$ cat src/verilog/rrr_pkg.sv
// Function
// - Rotate left: top bit to test flag, bit zero
// - Rotate right: bit zero to test flag, top
// - Exception return loads saved counter and word
// - User-mode exception return raises illegal instruction
// - Returns branch after one delay-slot instruction
// - No interrupt between return and slot
// - Branch in return slot is illegal slot
// - Return inside another slot is illegal slot
// - Slot runs under restored status word
// - Destination taken before slot executes
// - Subroutine return loads counter from return register
// - Register form writes low twelve bits, three cycles
// - Immediate form zero-extends eight bits, three cycles
// - Repeat flags updated from repeat control state
// - Count at bit sixteen, fixed clear mask
package rrr_pkg;

  ////////////////////////////////////////////////////////////////////
  // Opcode patterns and their compare masks
  localparam logic [15:0] OPC_ROTATE_LEFT_OP    = 16'h4004;
  localparam logic [15:0] OPC_ROTATE_RIGHT_OP    = 16'h4005;
  localparam logic [15:0] OPC_RTE     = 16'h002b;
  localparam logic [15:0] OPC_RTS     = 16'h000b;
  localparam logic [15:0] OPC_SET_REG = 16'h4014;
  localparam logic [15:0] OPC_SET_IMM = 16'h8200;
  localparam logic [15:0] MSK_REG     = 16'hf0ff;  // Register field free
  localparam logic [15:0] MSK_FIXED   = 16'hffff;  // Fully fixed code
  localparam logic [15:0] MSK_IMM     = 16'hff00;  // Immediate field free

  ////////////////////////////////////////////////////////////////////
  // Execution cycle counts
  localparam logic [2:0] CYC_RTE = 3'h4;
  localparam logic [2:0] CYC_RTS = 3'h2;
  localparam logic [2:0] CYC_SET = 3'h3;

  ////////////////////////////////////////////////////////////////////
  // Status word layout
  localparam logic [31:0] RC_SRC_MASK  = 32'h00000fff;  // Count bits of source
  localparam logic [31:0] RC_IMM_MASK  = 32'h000000ff;  // Immediate count bits
  localparam logic [31:0] SW_CLR_MASK  = 32'hf000fff3;  // Clears count and flags
  localparam int          RC_LSB       = 16;            // Repeat counter base
  localparam int          RF_LSB       = 2;             // Repeat flag low bit
  localparam int          SW_MD_BIT    = 30;            // Privileged mode bit

  ////////////////////////////////////////////////////////////////////
  // Register map, byte addresses
  localparam logic [3:0] REG_CTRL  = 4'h0;
  localparam logic [3:0] REG_STAT  = 4'h4;
  localparam logic [3:0] REG_MASK  = 4'h8;
  localparam logic [3:0] REG_INFO  = 4'hc;
  localparam logic [31:0] CTRL_RST = 32'h00000001;  // Enabled out of reset
  localparam logic [3:0]  MASK_RST = 4'h0;          // All events masked

  ////////////////////////////////////////////////////////////////////
  // Event bits in status and mask
  localparam int EV_ILL_INSTR = 0;
  localparam int EV_ILL_SLOT  = 1;
  localparam int EV_BRANCH    = 2;
  localparam int EV_REPEAT    = 3;
  localparam int EV_NUM       = 4;

  ////////////////////////////////////////////////////////////////////
  // Exception causes
  localparam logic [1:0] CAUSE_NONE      = 2'h0;
  localparam logic [1:0] CAUSE_ILL_INSTR = 2'h1;
  localparam logic [1:0] CAUSE_ILL_SLOT  = 2'h2;

  // Sequencer states, one-hot
  typedef enum logic [2:0] {
    ST_IDLE = 3'b001,
    ST_WAIT = 3'b010,
    ST_SLOT = 3'b100
  } rrr_state_type;

  // General register write with test flag
  typedef struct packed {
    logic        we;
    logic [3:0]  idx;
    logic [31:0] data;
    logic        t_we;
    logic        t_val;
  } rrr_gr_wr_type;

  // Word write for status word or program counter
  typedef struct packed {
    logic        we;
    logic [31:0] data;
  } rrr_word_wr_type;

  // Exception request toward exception logic
  typedef struct packed {
    logic       valid;
    logic [1:0] cause;
  } rrr_exc_type;

endpackage
$ cat src/verilog/rrr_exec.sv
// The implementer's own choices: strobed register access and the placing of the registers.
module rrr_exec (
  input  wire logic                     clk,
  input  wire logic                     srst,
  // Instruction issue
  input  wire logic                     instr_valid,
  input  wire logic [15:0]              instr,
  input  wire logic                     instr_is_branch,
  input  wire logic                     instr_in_slot,
  output logic                          ready,
  // Core state read
  input  wire logic [31:0]              gr_rdata,
  input  wire logic [31:0]              status_word,
  input  wire logic [31:0]              saved_status_word,
  input  wire logic [31:0]              saved_program_counter,
  input  wire logic [31:0]              procedure_return_reg,
  input  wire logic [1:0]               repeat_flags,
  // Core state write
  output rrr_pkg::rrr_gr_wr_type        gr_wr,
  output rrr_pkg::rrr_word_wr_type      sw_wr,
  output rrr_pkg::rrr_word_wr_type      pc_wr,
  output rrr_pkg::rrr_exc_type          exc,
  output logic                          irq_hold,
  // Register port
  input  wire logic [3:0]               reg_addr,
  input  wire logic [31:0]              reg_wdata,
  input  wire logic                     reg_wr,
  input  wire logic                     reg_rd,
  output logic [31:0]                   reg_rdata,
  output logic                          irq
);

  ////////////////////////////////////////////////////////////////////
  // Opcode compare under a mask
  function automatic logic opc_hit(input logic [15:0] code,
                                   input logic [15:0] pat,
                                   input logic [15:0] msk);
    opc_hit = ((code & msk) == pat);
  endfunction

  ////////////////////////////////////////////////////////////////////
  // State
  rrr_pkg::rrr_state_type   state_q;           // Sequencer state
  logic [2:0]               cnt_q;             // Remaining cycles
  logic                     ready_q;           // Ready to accept an issue
  logic                     op_rte_q;          // Pending exception return
  logic                     op_set_q;          // Pending repeat set
  logic [31:0]              target_q;          // Branch destination
  logic [31:0]              val_q;             // Saved word or count
  rrr_pkg::rrr_gr_wr_type   gr_wr_q;           // Register write out
  rrr_pkg::rrr_word_wr_type sw_wr_q;           // Status write out
  rrr_pkg::rrr_word_wr_type pc_wr_q;           // Counter write out
  rrr_pkg::rrr_exc_type     exc_q;             // Exception out
  logic                     hold_q;            // Interrupt hold
  logic [1:0]               last_cause_q;      // Last raised cause
  logic [31:0]              ctrl_q;            // Control register
  logic [3:0]               stat_q;            // Sticky events
  logic [3:0]               mask_q;            // Event enables
  logic [31:0]              rdata_q;           // Read data
  logic                     irq_q;             // Interrupt line

  ////////////////////////////////////////////////////////////////////
  // Decode
  wire en        = ctrl_q[0];                                // Block enable
  wire take      = instr_valid & ready_q & en;               // Issue taken
  wire dec_rotate_left_op  = opc_hit(instr, rrr_pkg::OPC_ROTATE_LEFT_OP, rrr_pkg::MSK_REG);
  wire dec_rotate_right_op  = opc_hit(instr, rrr_pkg::OPC_ROTATE_RIGHT_OP, rrr_pkg::MSK_REG);
  wire dec_rte   = opc_hit(instr, rrr_pkg::OPC_RTE, rrr_pkg::MSK_FIXED);
  wire dec_rts   = opc_hit(instr, rrr_pkg::OPC_RTS, rrr_pkg::MSK_FIXED);
  wire dec_setr  = opc_hit(instr, rrr_pkg::OPC_SET_REG, rrr_pkg::MSK_REG);
  wire dec_seti  = opc_hit(instr, rrr_pkg::OPC_SET_IMM, rrr_pkg::MSK_IMM);
  wire is_ret    = dec_rte | dec_rts;
  wire in_slot   = (state_q == rrr_pkg::ST_SLOT);
  wire slot_bad  = in_slot & (instr_is_branch | is_ret);
  wire ret_bad   = is_ret & instr_in_slot;
  wire user_rte  = dec_rte & ~status_word[rrr_pkg::SW_MD_BIT];
  wire ok        = take & ~slot_bad;                          // Clean issue
  wire go_rot    = ok & (dec_rotate_left_op | dec_rotate_right_op);
  wire go_ret    = ok & is_ret & ~ret_bad & ~user_rte;
  wire go_set    = ok & (dec_setr | dec_seti);
  wire slot_ok   = ok & in_slot;
  wire done      = (state_q == rrr_pkg::ST_WAIT) & (cnt_q == 3'h1);

  // Exception cause, slot fault first
  wire       exc_hit   = take & (slot_bad | ret_bad | user_rte);
  wire [1:0] exc_cause = (slot_bad | ret_bad) ? rrr_pkg::CAUSE_ILL_SLOT
                                              : rrr_pkg::CAUSE_ILL_INSTR;

  // Rotate result and test flag
  wire [31:0] rot_res = dec_rotate_left_op ? {gr_rdata[30:0], gr_rdata[31]}
                                 : {gr_rdata[0], gr_rdata[31:1]};
  wire        rot_t   = dec_rotate_left_op ? gr_rdata[31] : gr_rdata[0];

  // Repeat count source
  wire [31:0] cnt_src = dec_setr ? (gr_rdata & rrr_pkg::RC_SRC_MASK)
                                 : ({24'h0, instr[7:0]} & rrr_pkg::RC_IMM_MASK);

  // Destination and cycle count latched at issue
  wire [31:0] ret_tgt = dec_rte ? saved_program_counter
                                : procedure_return_reg;
  wire [2:0]  op_cyc  = dec_rte ? rrr_pkg::CYC_RTE
                      : dec_rts ? rrr_pkg::CYC_RTS : rrr_pkg::CYC_SET;

  // Merged status word for repeat set
  wire [31:0] sw_rc   = (status_word & rrr_pkg::SW_CLR_MASK)
                      | (val_q << rrr_pkg::RC_LSB)
                      | ({30'h0, repeat_flags} << rrr_pkg::RF_LSB);

  // Next state
  rrr_pkg::rrr_state_type state_d;
  always_comb begin
    state_d = state_q;
    unique case (state_q)
      rrr_pkg::ST_IDLE: begin
        if (go_ret | go_set) begin
          state_d = rrr_pkg::ST_WAIT;
        end
      end
      rrr_pkg::ST_WAIT: begin
        if (done) begin
          state_d = op_set_q ? rrr_pkg::ST_IDLE : rrr_pkg::ST_SLOT;
        end
      end
      rrr_pkg::ST_SLOT: begin
        if (take) begin
          // Slot instruction may start a repeat set
          state_d = go_set ? rrr_pkg::ST_WAIT : rrr_pkg::ST_IDLE;
        end
      end
      default: begin
        state_d = rrr_pkg::ST_IDLE;
      end
    endcase
  end

  ////////////////////////////////////////////////////////////////////
  // Sequencer and cycle counter
  always_ff @(posedge clk) begin
    if (srst) begin
      state_q <= rrr_pkg::ST_IDLE;
      cnt_q   <= 3'h0;
    end else begin
      state_q <= state_d;
      if (go_ret | go_set) begin
        cnt_q <= op_cyc - 3'h1;
      end else if (cnt_q != 3'h0) begin
        cnt_q <= cnt_q - 3'h1;
      end
    end
  end

  ////////////////////////////////////////////////////////////////////
  // Issue readiness; slot waits one cycle past the restore
  always_ff @(posedge clk) begin
    if (srst) begin
      ready_q <= 1'b1;
    end else if (go_ret | go_set) begin
      ready_q <= 1'b0;
    end else if (done & op_set_q) begin
      ready_q <= 1'b1;
    end else if (in_slot & ~ready_q) begin
      ready_q <= 1'b1;
    end
  end

  ////////////////////////////////////////////////////////////////////
  // Operands captured when the instruction issues
  always_ff @(posedge clk) begin
    if (srst) begin
      op_rte_q <= 1'b0;
      op_set_q <= 1'b0;
      target_q <= 32'h0;
      val_q    <= 32'h0;
    end else if (go_ret) begin
      op_rte_q <= dec_rte;
      op_set_q <= 1'b0;
      target_q <= ret_tgt;
      val_q    <= saved_status_word;
    end else if (go_set) begin
      op_rte_q <= 1'b0;
      op_set_q <= 1'b1;
      val_q    <= cnt_src;
    end
  end

  ////////////////////////////////////////////////////////////////////
  // One-cycle rotate writes
  always_ff @(posedge clk) begin
    if (srst) begin
      gr_wr_q <= '0;
    end else begin
      gr_wr_q.we    <= go_rot;
      gr_wr_q.idx   <= instr[11:8];
      gr_wr_q.data  <= rot_res;
      gr_wr_q.t_we  <= go_rot;
      gr_wr_q.t_val <= rot_t;
    end
  end

  ////////////////////////////////////////////////////////////////////
  // Status word writes at completion
  always_ff @(posedge clk) begin
    if (srst) begin
      sw_wr_q <= '0;
    end else begin
      sw_wr_q.we   <= done & (op_rte_q | op_set_q);
      sw_wr_q.data <= op_set_q ? sw_rc : val_q;
    end
  end

  ////////////////////////////////////////////////////////////////////
  // Branch after a clean slot instruction
  always_ff @(posedge clk) begin
    if (srst) begin
      pc_wr_q <= '0;
    end else begin
      pc_wr_q.we   <= slot_ok;
      pc_wr_q.data <= target_q;
    end
  end

  ////////////////////////////////////////////////////////////////////
  // Exception pulse and interrupt hold
  always_ff @(posedge clk) begin
    if (srst) begin
      exc_q        <= '0;
      last_cause_q <= rrr_pkg::CAUSE_NONE;
      hold_q       <= 1'b0;
    end else begin
      exc_q.valid <= exc_hit;
      exc_q.cause <= exc_hit ? exc_cause : rrr_pkg::CAUSE_NONE;
      if (exc_hit) begin
        last_cause_q <= exc_cause;
      end
      if (go_ret) begin
        hold_q <= 1'b1;
      end else if (in_slot & take) begin
        hold_q <= 1'b0;
      end
    end
  end

  ////////////////////////////////////////////////////////////////////
  // Register port decode
  wire        wr_ctrl = reg_wr & (reg_addr == rrr_pkg::REG_CTRL);
  wire        wr_stat = reg_wr & (reg_addr == rrr_pkg::REG_STAT);
  wire        wr_mask = reg_wr & (reg_addr == rrr_pkg::REG_MASK);
  wire [3:0]  ev      = {sw_wr_q.we & ~op_rte_q & (state_q == rrr_pkg::ST_IDLE),
                         pc_wr_q.we,
                         exc_q.valid & (exc_q.cause == rrr_pkg::CAUSE_ILL_SLOT),
                         exc_q.valid & (exc_q.cause == rrr_pkg::CAUSE_ILL_INSTR)};
  wire [3:0]  clr     = wr_stat ? reg_wdata[3:0] : 4'h0;
  wire [31:0] info    = {24'h0, last_cause_q, hold_q, ready_q, 1'b0, state_q};
  wire [31:0] rd_mux  = (reg_addr == rrr_pkg::REG_CTRL) ? ctrl_q
                      : (reg_addr == rrr_pkg::REG_STAT) ? {28'h0, stat_q}
                      : (reg_addr == rrr_pkg::REG_MASK) ? {28'h0, mask_q}
                      : (reg_addr == rrr_pkg::REG_INFO) ? info
                      : 32'h0;

  ////////////////////////////////////////////////////////////////////
  // Control and mask registers
  always_ff @(posedge clk) begin
    if (srst) begin
      ctrl_q <= rrr_pkg::CTRL_RST;
      mask_q <= rrr_pkg::MASK_RST;
    end else begin
      if (wr_ctrl) begin
        ctrl_q <= {31'h0, reg_wdata[0]};
      end
      if (wr_mask) begin
        mask_q <= reg_wdata[3:0];
      end
    end
  end

  ////////////////////////////////////////////////////////////////////
  // Sticky events, set wins over clear
  always_ff @(posedge clk) begin
    if (srst) begin
      stat_q <= 4'h0;
      irq_q  <= 1'b0;
    end else begin
      stat_q <= (stat_q & ~clr) | ev;
      irq_q  <= |(((stat_q & ~clr) | ev) & mask_q);
    end
  end

  ////////////////////////////////////////////////////////////////////
  // Read data, valid the cycle after the strobe
  always_ff @(posedge clk) begin
    if (srst) begin
      rdata_q <= 32'h0;
    end else begin
      rdata_q <= reg_rd ? rd_mux : 32'h0;
    end
  end

  // Outputs straight from flops
  assign ready     = ready_q;
  assign gr_wr     = gr_wr_q;
  assign sw_wr     = sw_wr_q;
  assign pc_wr     = pc_wr_q;
  assign exc       = exc_q;
  assign irq_hold  = hold_q;
  assign reg_rdata = rdata_q;
  assign irq       = irq_q;

endmodule

$ cat config.mk
export PLATFORM = sky130hd
export DESIGN_NAME = rrr_exec
export DESIGN_NICKNAME = d
export VERILOG_FILES = /design/src/verilog/rrr_pkg.sv /design/src/verilog/rrr_exec.sv
export SDC_FILE = /design/constraint.sdc
export NUM_CORES = 1
export LEC_CHECK = 0
export ABC_AREA = 1
export CORE_MARGIN = 2
export CORE_UTILIZATION = 30
export CTS_CLUSTER_DIAMETER = 150
export DETAILED_ROUTE_END_ITERATION = 6
export DONT_BUFFER_PORTS = 1
export GPL_TIMING_DRIVEN = 1
export PLACE_DENSITY = 0.53
export SLEW_MARGIN = 20
export SYNTH_ARGS = -nofsm -noshare
export SYNTH_HDL_FRONTEND = slang
export SYNTH_SLANG_ARGS = --single-unit
$ cat constraint.sdc
create_clock -name clk -period 2.9 [get_ports clk]
set_input_delay 0.58 -clock clk [delete_from_list [all_inputs] [get_ports clk]]
set_output_delay 0.58 -clock clk [all_outputs]
set_load 0.01 [all_outputs]
==> flow_summary.toml, run 1 <==
[status]
outcome = "complete, no violations"

[detailed_routing]
vias = 6339
antenna_left = 0
wire_per_inst_um = 15.53
initialDrtViolationCount = 354
firstDrtPassIters = 5
drt-total-wl_um = 21430
post_drt_via_cell_ratio = 4.593
drc = 0

[yosys]
synth_xor_area_frac = 0.001112
synth-adder-area-share = 0.004765
synth_commonest_cells = "dfxtp_1, nand2_1, inv_1"
ys_ff_latch = 201
ys_async_sr_fraction = 0
syn_area_mm2 = 0.007878
synth_top_area_share = 0.5108
synth_top_family_by_area = "simple AND/OR/NAND/NOR gates"
synth_simple_gate_area_frac = 0.2114
postSynthAreaPerCell_um2 = 7.538
yosys_warnings = 0
ys_top_cells_by_area = "dfxtp_1, nand2_1, o21ai_0, a21oi_1, inv_1"
synth_top_cell_by_area = "dfxtp_1"
synthDistinctLibCells = 41
synth_compound_area_frac = 0.1566
synth_edf_count = 0
muxShareOfSynthArea = 0
synthCells = 1045
yosysSeqAreaShare = 0.5108
synthFlopType = "dfxtp_1"
synth_most_common_cell = "dfxtp_1"

[clock_tree]
postCtsSetupBuffers = 0
clkTransAtPathRegs_ps = 60
clkSinkCount = 201
clock_latency_ps = 510
cts_tree = "built"
numCtsBuffers = 23
postCtsHoldBufs = 0
htree_levels = 1
clock-root-buffer = "clkbuf_16"
cts_resized = 0
cts_buffer_depth = 3

[sta]
relSlewSlack = 0.6125
final_hold_viol_count = 0
fmax_mhz = 509.0
skew_ps = 18.54
finalSetupViolCount = 0
period_needed_ps = 1965
drv_slew = 0
rsz0062_at_grt = "false"
tightest_slew_ps = 580.6
fin_crit_sh = 0.6775
tns_ps = 0

[layout]
fill_cells = 2777
stdcell_count = 1380
nNetsFinal = 1253
ff_latch_area_mm2 = 0.004024
drive_above_1_share = 0.07088
area_growth_pct = 12.64
multi_input_comb_area_mm2 = 0.003038

[global_routing]
grt_max_degree = 67
grt.overflow.total = 0
grt_pass1_vias = 5948
grt_usage = 0.1482
antenna_found_initial = 1
grt_pass1_wl_um = 32980

[critical_path]
regToRegSetupSlack_ps = 940
cp-end-kind = "flop"
critical_path.max_fanout = 28
crit_cells = 9
crit_path_frequent_cell = "nand2_1"
path_class = "reg -> reg"
startpoint_type = "flop"
timing.rr.end = "val_q[6]"
crit_buf_inv = 3
reg2reg_from = "ready"
critPathArrivalTime_ps = 2410
crit_required_ps = 3350
cp_cell_sequence = "nand3_1 > inv_1 > nand3_2 > buf_4 > inv_4 > nand2_1 > nand2_1 > nand3_1 > nand2_1"
critical-path-top-delay-family = "buffers and inverters"
endpoint = "val_q[6]"
reg2reg_depth = 9
critPathSlowestCell = "dfxtp_1"
slowest_delay_ps = 420
critPathLaunch = "ready"

[floorplan]
core_area_mm2 = 0.02591
die-area_mm2 = 0.02757
pin_count = 364
dieWidth_um = 166.0
start_util = 0.3040
row_count = 59
die_h_um = 166.0

[place]
place.detailed.hpwl_um = 15500
gp_congestion = 0.8279
io_buffer_count = 0
dp_cells = 1339

[worst_hold_path]
hold_path_class = "in -> reg"

[job]
max_cap_violations = 0

[power_and_ir_drop]
p_per_area_mw_per_mm2 = 705.2
ir_drop_mv = 0.5067
power.leakage_nw = 3.871
-- registers in the layout, indices dropped and copies added, names as in the netlist --
| signal | flops |
|---|---|
| mask_q | 4 |
| cnt_q | 3 |
| exc | 3 |
| op_set_q | 1 |
| target_q | 32 |
| ctrl_q | 1 |
| reg_rdata | 8 |
| val_q | 32 |
| stat_q | 4 |
| state_q | 3 |
| irq | 1 |
| ready | 1 |
| last_cause_q | 2 |
| sw_wr | 33 |
| pc_wr | 33 |
| op_rte_q | 1 |
| irq_hold | 1 |
| gr_wr | 38 |
-- where the power goes --
part / switching (mW) / internal (mW) / leakage [nW]
Clock: 1.14 / 1.88 / 0.388
Combinational: 0.239 / 0.130 / 1.85
Sequential: 0.0493 / 2.82 / 1.63
-- metrics by stage --
stage               hold WS (ps)  utilization  worst slack [ps]  cell area, um^2  power (mW)
finish                     132.5       0.3425             935.3             8874       6.257
global route               109.4       0.3425             745.1             8874       6.537
CTS                        110.3       0.3424             907.4             8871       6.344
detailed placement         418.9       0.3119             386.4             8082       3.300
global placement           414.7       0.3119             424.1             8082       3.293
floorplan                  408.9            -             924.6             7964       3.253
-- cell type report --
| type | instances | area share |
|---|---|---|
| Clock inverter | 6 | 0.01269 |
| Timing Repair Buffer | 14 | 0.01466 |
| Clock buffer | 34 | 0.07628 |
| Tap cell | 335 | 0.04724 |
| Multi-Input combinational cell | 665 | 0.3424 |
| Sequential cell | 201 | 0.4535 |
| Inverter | 124 | 0.05302 |
| Antenna cell | 1 | 0.0002820 |
-- metal layers --
metal  wire length, um  global-route usage  part of all wire
met5                 0                   0                 0
met4               584             0.04839             0.027
met3              1752             0.04385             0.082
met2              9932              0.2416              0.46
met1              9162              0.1882              0.43
-- logic make-up after synthesis --
kind of cell	after synthesis
compound gates	237
simple gates	400
flops	201
buf+inv	202
other cells	1
fa+ha+maj	3
xor+xnor	1
-- worst min-delay path by stage --
| stage | start | to | slack (ps) | cells past startpoint |
|---|---|---|---|---|
| 2_1_floorplan | last_cause_q[1] | reg_rdata[7] | 410 | 2 |
| 3_3_place_gp | target_q[13] | pc_wr[13] | 410 | 2 |
| 3_5_place_dp | target_q[11] | pc_wr[11] | 420 | 2 |
| 4_1_cts | srst | gr_wr[33] | 110 | 1 |
| 5_1_grt | srst | gr_wr[37] | 110 | 1 |
| 6_report | srst | gr_wr[36] | 130 | 1 |
-- placed cells by master, fill, tap and decap left out, types with 12 or more instances in the layout --
| master | instances |
|---|---|
| a21oi_1 | 92 |
| nand3_1 | 42 |
| nand2_1 | 198 |
| buf_4 | 12 |
| dfxtp_1 | 201 |
| inv_1 | 121 |
| o21ai_0 | 107 |
| clkbuf_16 | 23 |
| nor3_1 | 16 |
| o21ai_1 | 23 |
| nor2_1 | 120 |
| conb_1 | 24 |
-- worst register-to-register path, cell delays in order (launching register included) --
cell,delay [ps]
dfxtp_1,420
nand3_1,240
inv_1,230
nand3_2,140
buf_4,230
inv_4,280
nand2_1,90
nand2_1,80
nand3_1,110
nand2_1,90
Power figures use the tool's default switching activity.
==> run 2, diff against run 1 <==
Settings changed: PLACE_DENSITY 0.53 to 0.54.
Clock period 2.9 ns to 1.8 ns, I/O delays scaled along.
==> flow_summary.toml, run 2 (same netlist as run 1, synthesis figures left out) <==
[status]
outcome = "complete, no violations"

[detailed_routing]
vias = 6813
antenna_left = 0
post_drt_via_cell_ratio = 4.572
drc = 0
firstDrtPassIters = 4
initialDrtViolationCount = 379
drt-total-wl_um = 22900
wire_per_inst_um = 15.37

[global_routing]
grt_max_degree = 56
grt_pass1_vias = 6559
grt.overflow.total = 0
grt_usage = 0.1586
grt_pass1_wl_um = 35290
antenna_found_initial = 0

[critical_path]
crit_required_ps = 2180
path_class = "reg -> reg"
reg2reg_depth = 10
critPathSlowestCell = "dfxtp_1"
slowest_delay_ps = 360
timing.rr.end = "state_q[0]"
critical_path.max_fanout = 5
reg2reg_from = "state_q[2]"
cp-end-kind = "flop"
regToRegSetupSlack_ps = 190
startpoint_type = "flop"
cp_cell_sequence = "inv_1 > nor3_1 > buf_4 > nand2_1 > buf_4 > nand3_2 > buf_4 > nand3_2 > nand3_1 > nand3_1"
crit_path_frequent_cell = "buf_4"
critPathArrivalTime_ps = 1990

[clock_tree]
htree_levels = 1
clkTransAtPathRegs_ps = 60
clock_latency_ps = 520
numCtsBuffers = 23
cts_tree = "built"
clkSinkCount = 201
clock-root-buffer = "clkbuf_16"
cts_buffer_depth = 3

[layout]
stdcell_count = 1490
utilization = 0.3852
area_growth_pct = 26.72
diodes = 0
largest_reg_flops = 38
final_cell_mix = "dfxtp_1, nand2_1, inv_1, nor2_1, o21ai_0"
final_common_cell = "dfxtp_1"
drive_above_1_share = 0.1013
fill_cells = 2681
stdcell_area_mm2 = 0.009982
nNetsFinal = 1363

[sta]
fin_crit_sh = 0.8953
period_needed_ps = 1611
fmax_mhz = 620.5
whs_ps = 20.08
finalSetupViolCount = 0
setup_ws_ps = 188.5
final_hold_viol_count = 0
rsz0062_at_grt = "false"
tns_ps = 0
drv_slew = 0
skew_ps = 9.323
tightest_slew_ps = 584.6
relSlewSlack = 0.6073

[worst_hold_path]
hold_path_depth = 2
worstHoldStart = "gr_rdata[3]"
hold_end = "gr_wr[4]"
hold_path_class = "in -> reg"

[power_and_ir_drop]
ir_drop_mv = 0.7259
p_per_area_mw_per_mm2 = 1011
finalPower_mw = 10.09
power.leakage_nw = 4.398

[floorplan]
dieWidth_um = 166.0
start_util = 0.3040
core_area_mm2 = 0.02591
die-area_mm2 = 0.02757
die_h_um = 166.0
pin_count = 364
row_count = 59

[place]
io_buffer_count = 0
place.detailed.hpwl_um = 16420
pre_cts_ws_ps = -329.4
placed_cell_area_mm2 = 0.008473
dp_cells = 1378
gp_congestion = 0.8155

[job]
max_cap_violations = 0
==> run 2: cell count changes in the layout (fill, tap and decap cells not counted), moves of 2 or more <==
cell           change
clkinv_2           +4
dlygate4sd3_1     +70
inv_6              -2
buf_4             +30
buf_12             +8
bufinv_16          -2
==> run 2: critical path, delay by kind of cell, from the launching register on <==
family        cells  cell delay, ps
flops             1             360
simple gates      6             580
buf+inv           4             550
==> run 2: worst max path at each step <==
stage | from | endpoint | slack (ps) | cells after the start
final | state_q[2] | state_q[0] | 190 | 10
after global routing | state_q[2] | cnt_q[0] | 10 | 10
after CTS | state_q[2] | target_q[9] | 120 | 9
after detailed placement | instr[6] | target_q[9] | -330 | 12
after global placement | instr[6] | target_q[6] | -310 | 12
after floorplan | instr[13] | val_q[10] | 40 | 12
==> run 2: power breakdown <==
| part | switching [mW] | internal, mW |
|---|---|---|
| registers | 0.0809 | 4.55 |
| clock network | 1.88 | 2.79 |
| logic | 0.445 | 0.344 |
==> run 2: layout make-up <==
| class | instances | area (um^2) | area share |
|---|---|---|---|
| Inverter | 124 | 469.2 | 0.04700 |
| Clock buffer | 34 | 686.9 | 0.06881 |
| Clock inverter | 7 | 77.57 | 0.007771 |
| Sequential cell | 201 | 4024 | 0.4031 |
| Multi-Input combinational cell | 665 | 3050 | 0.3056 |
| Tap cell | 335 | 419.2 | 0.04199 |
| Timing Repair Buffer | 124 | 1255 | 0.1257 |
==> run 2: layer usage <==
metal  track usage  vias up  routed length (um)
li1              -     3452                   -
met1        0.1938     3079                9738
met2        0.2661      242               10710
met3       0.04766       40                1751
met4       0.05444        0                 701
met5             0        -                   0
==> run 2: what timing repair did <==
| item | CTS | global route |
|---|---|---|
| hold buffers | 71 | 0 |
| endpoints found under the hold margin | 117 | 0 |
| resized for setup | 0 | 3 |
| buffers inserted | 0 | 0 |
| endpoints found under the setup margin | 0 | 9 |
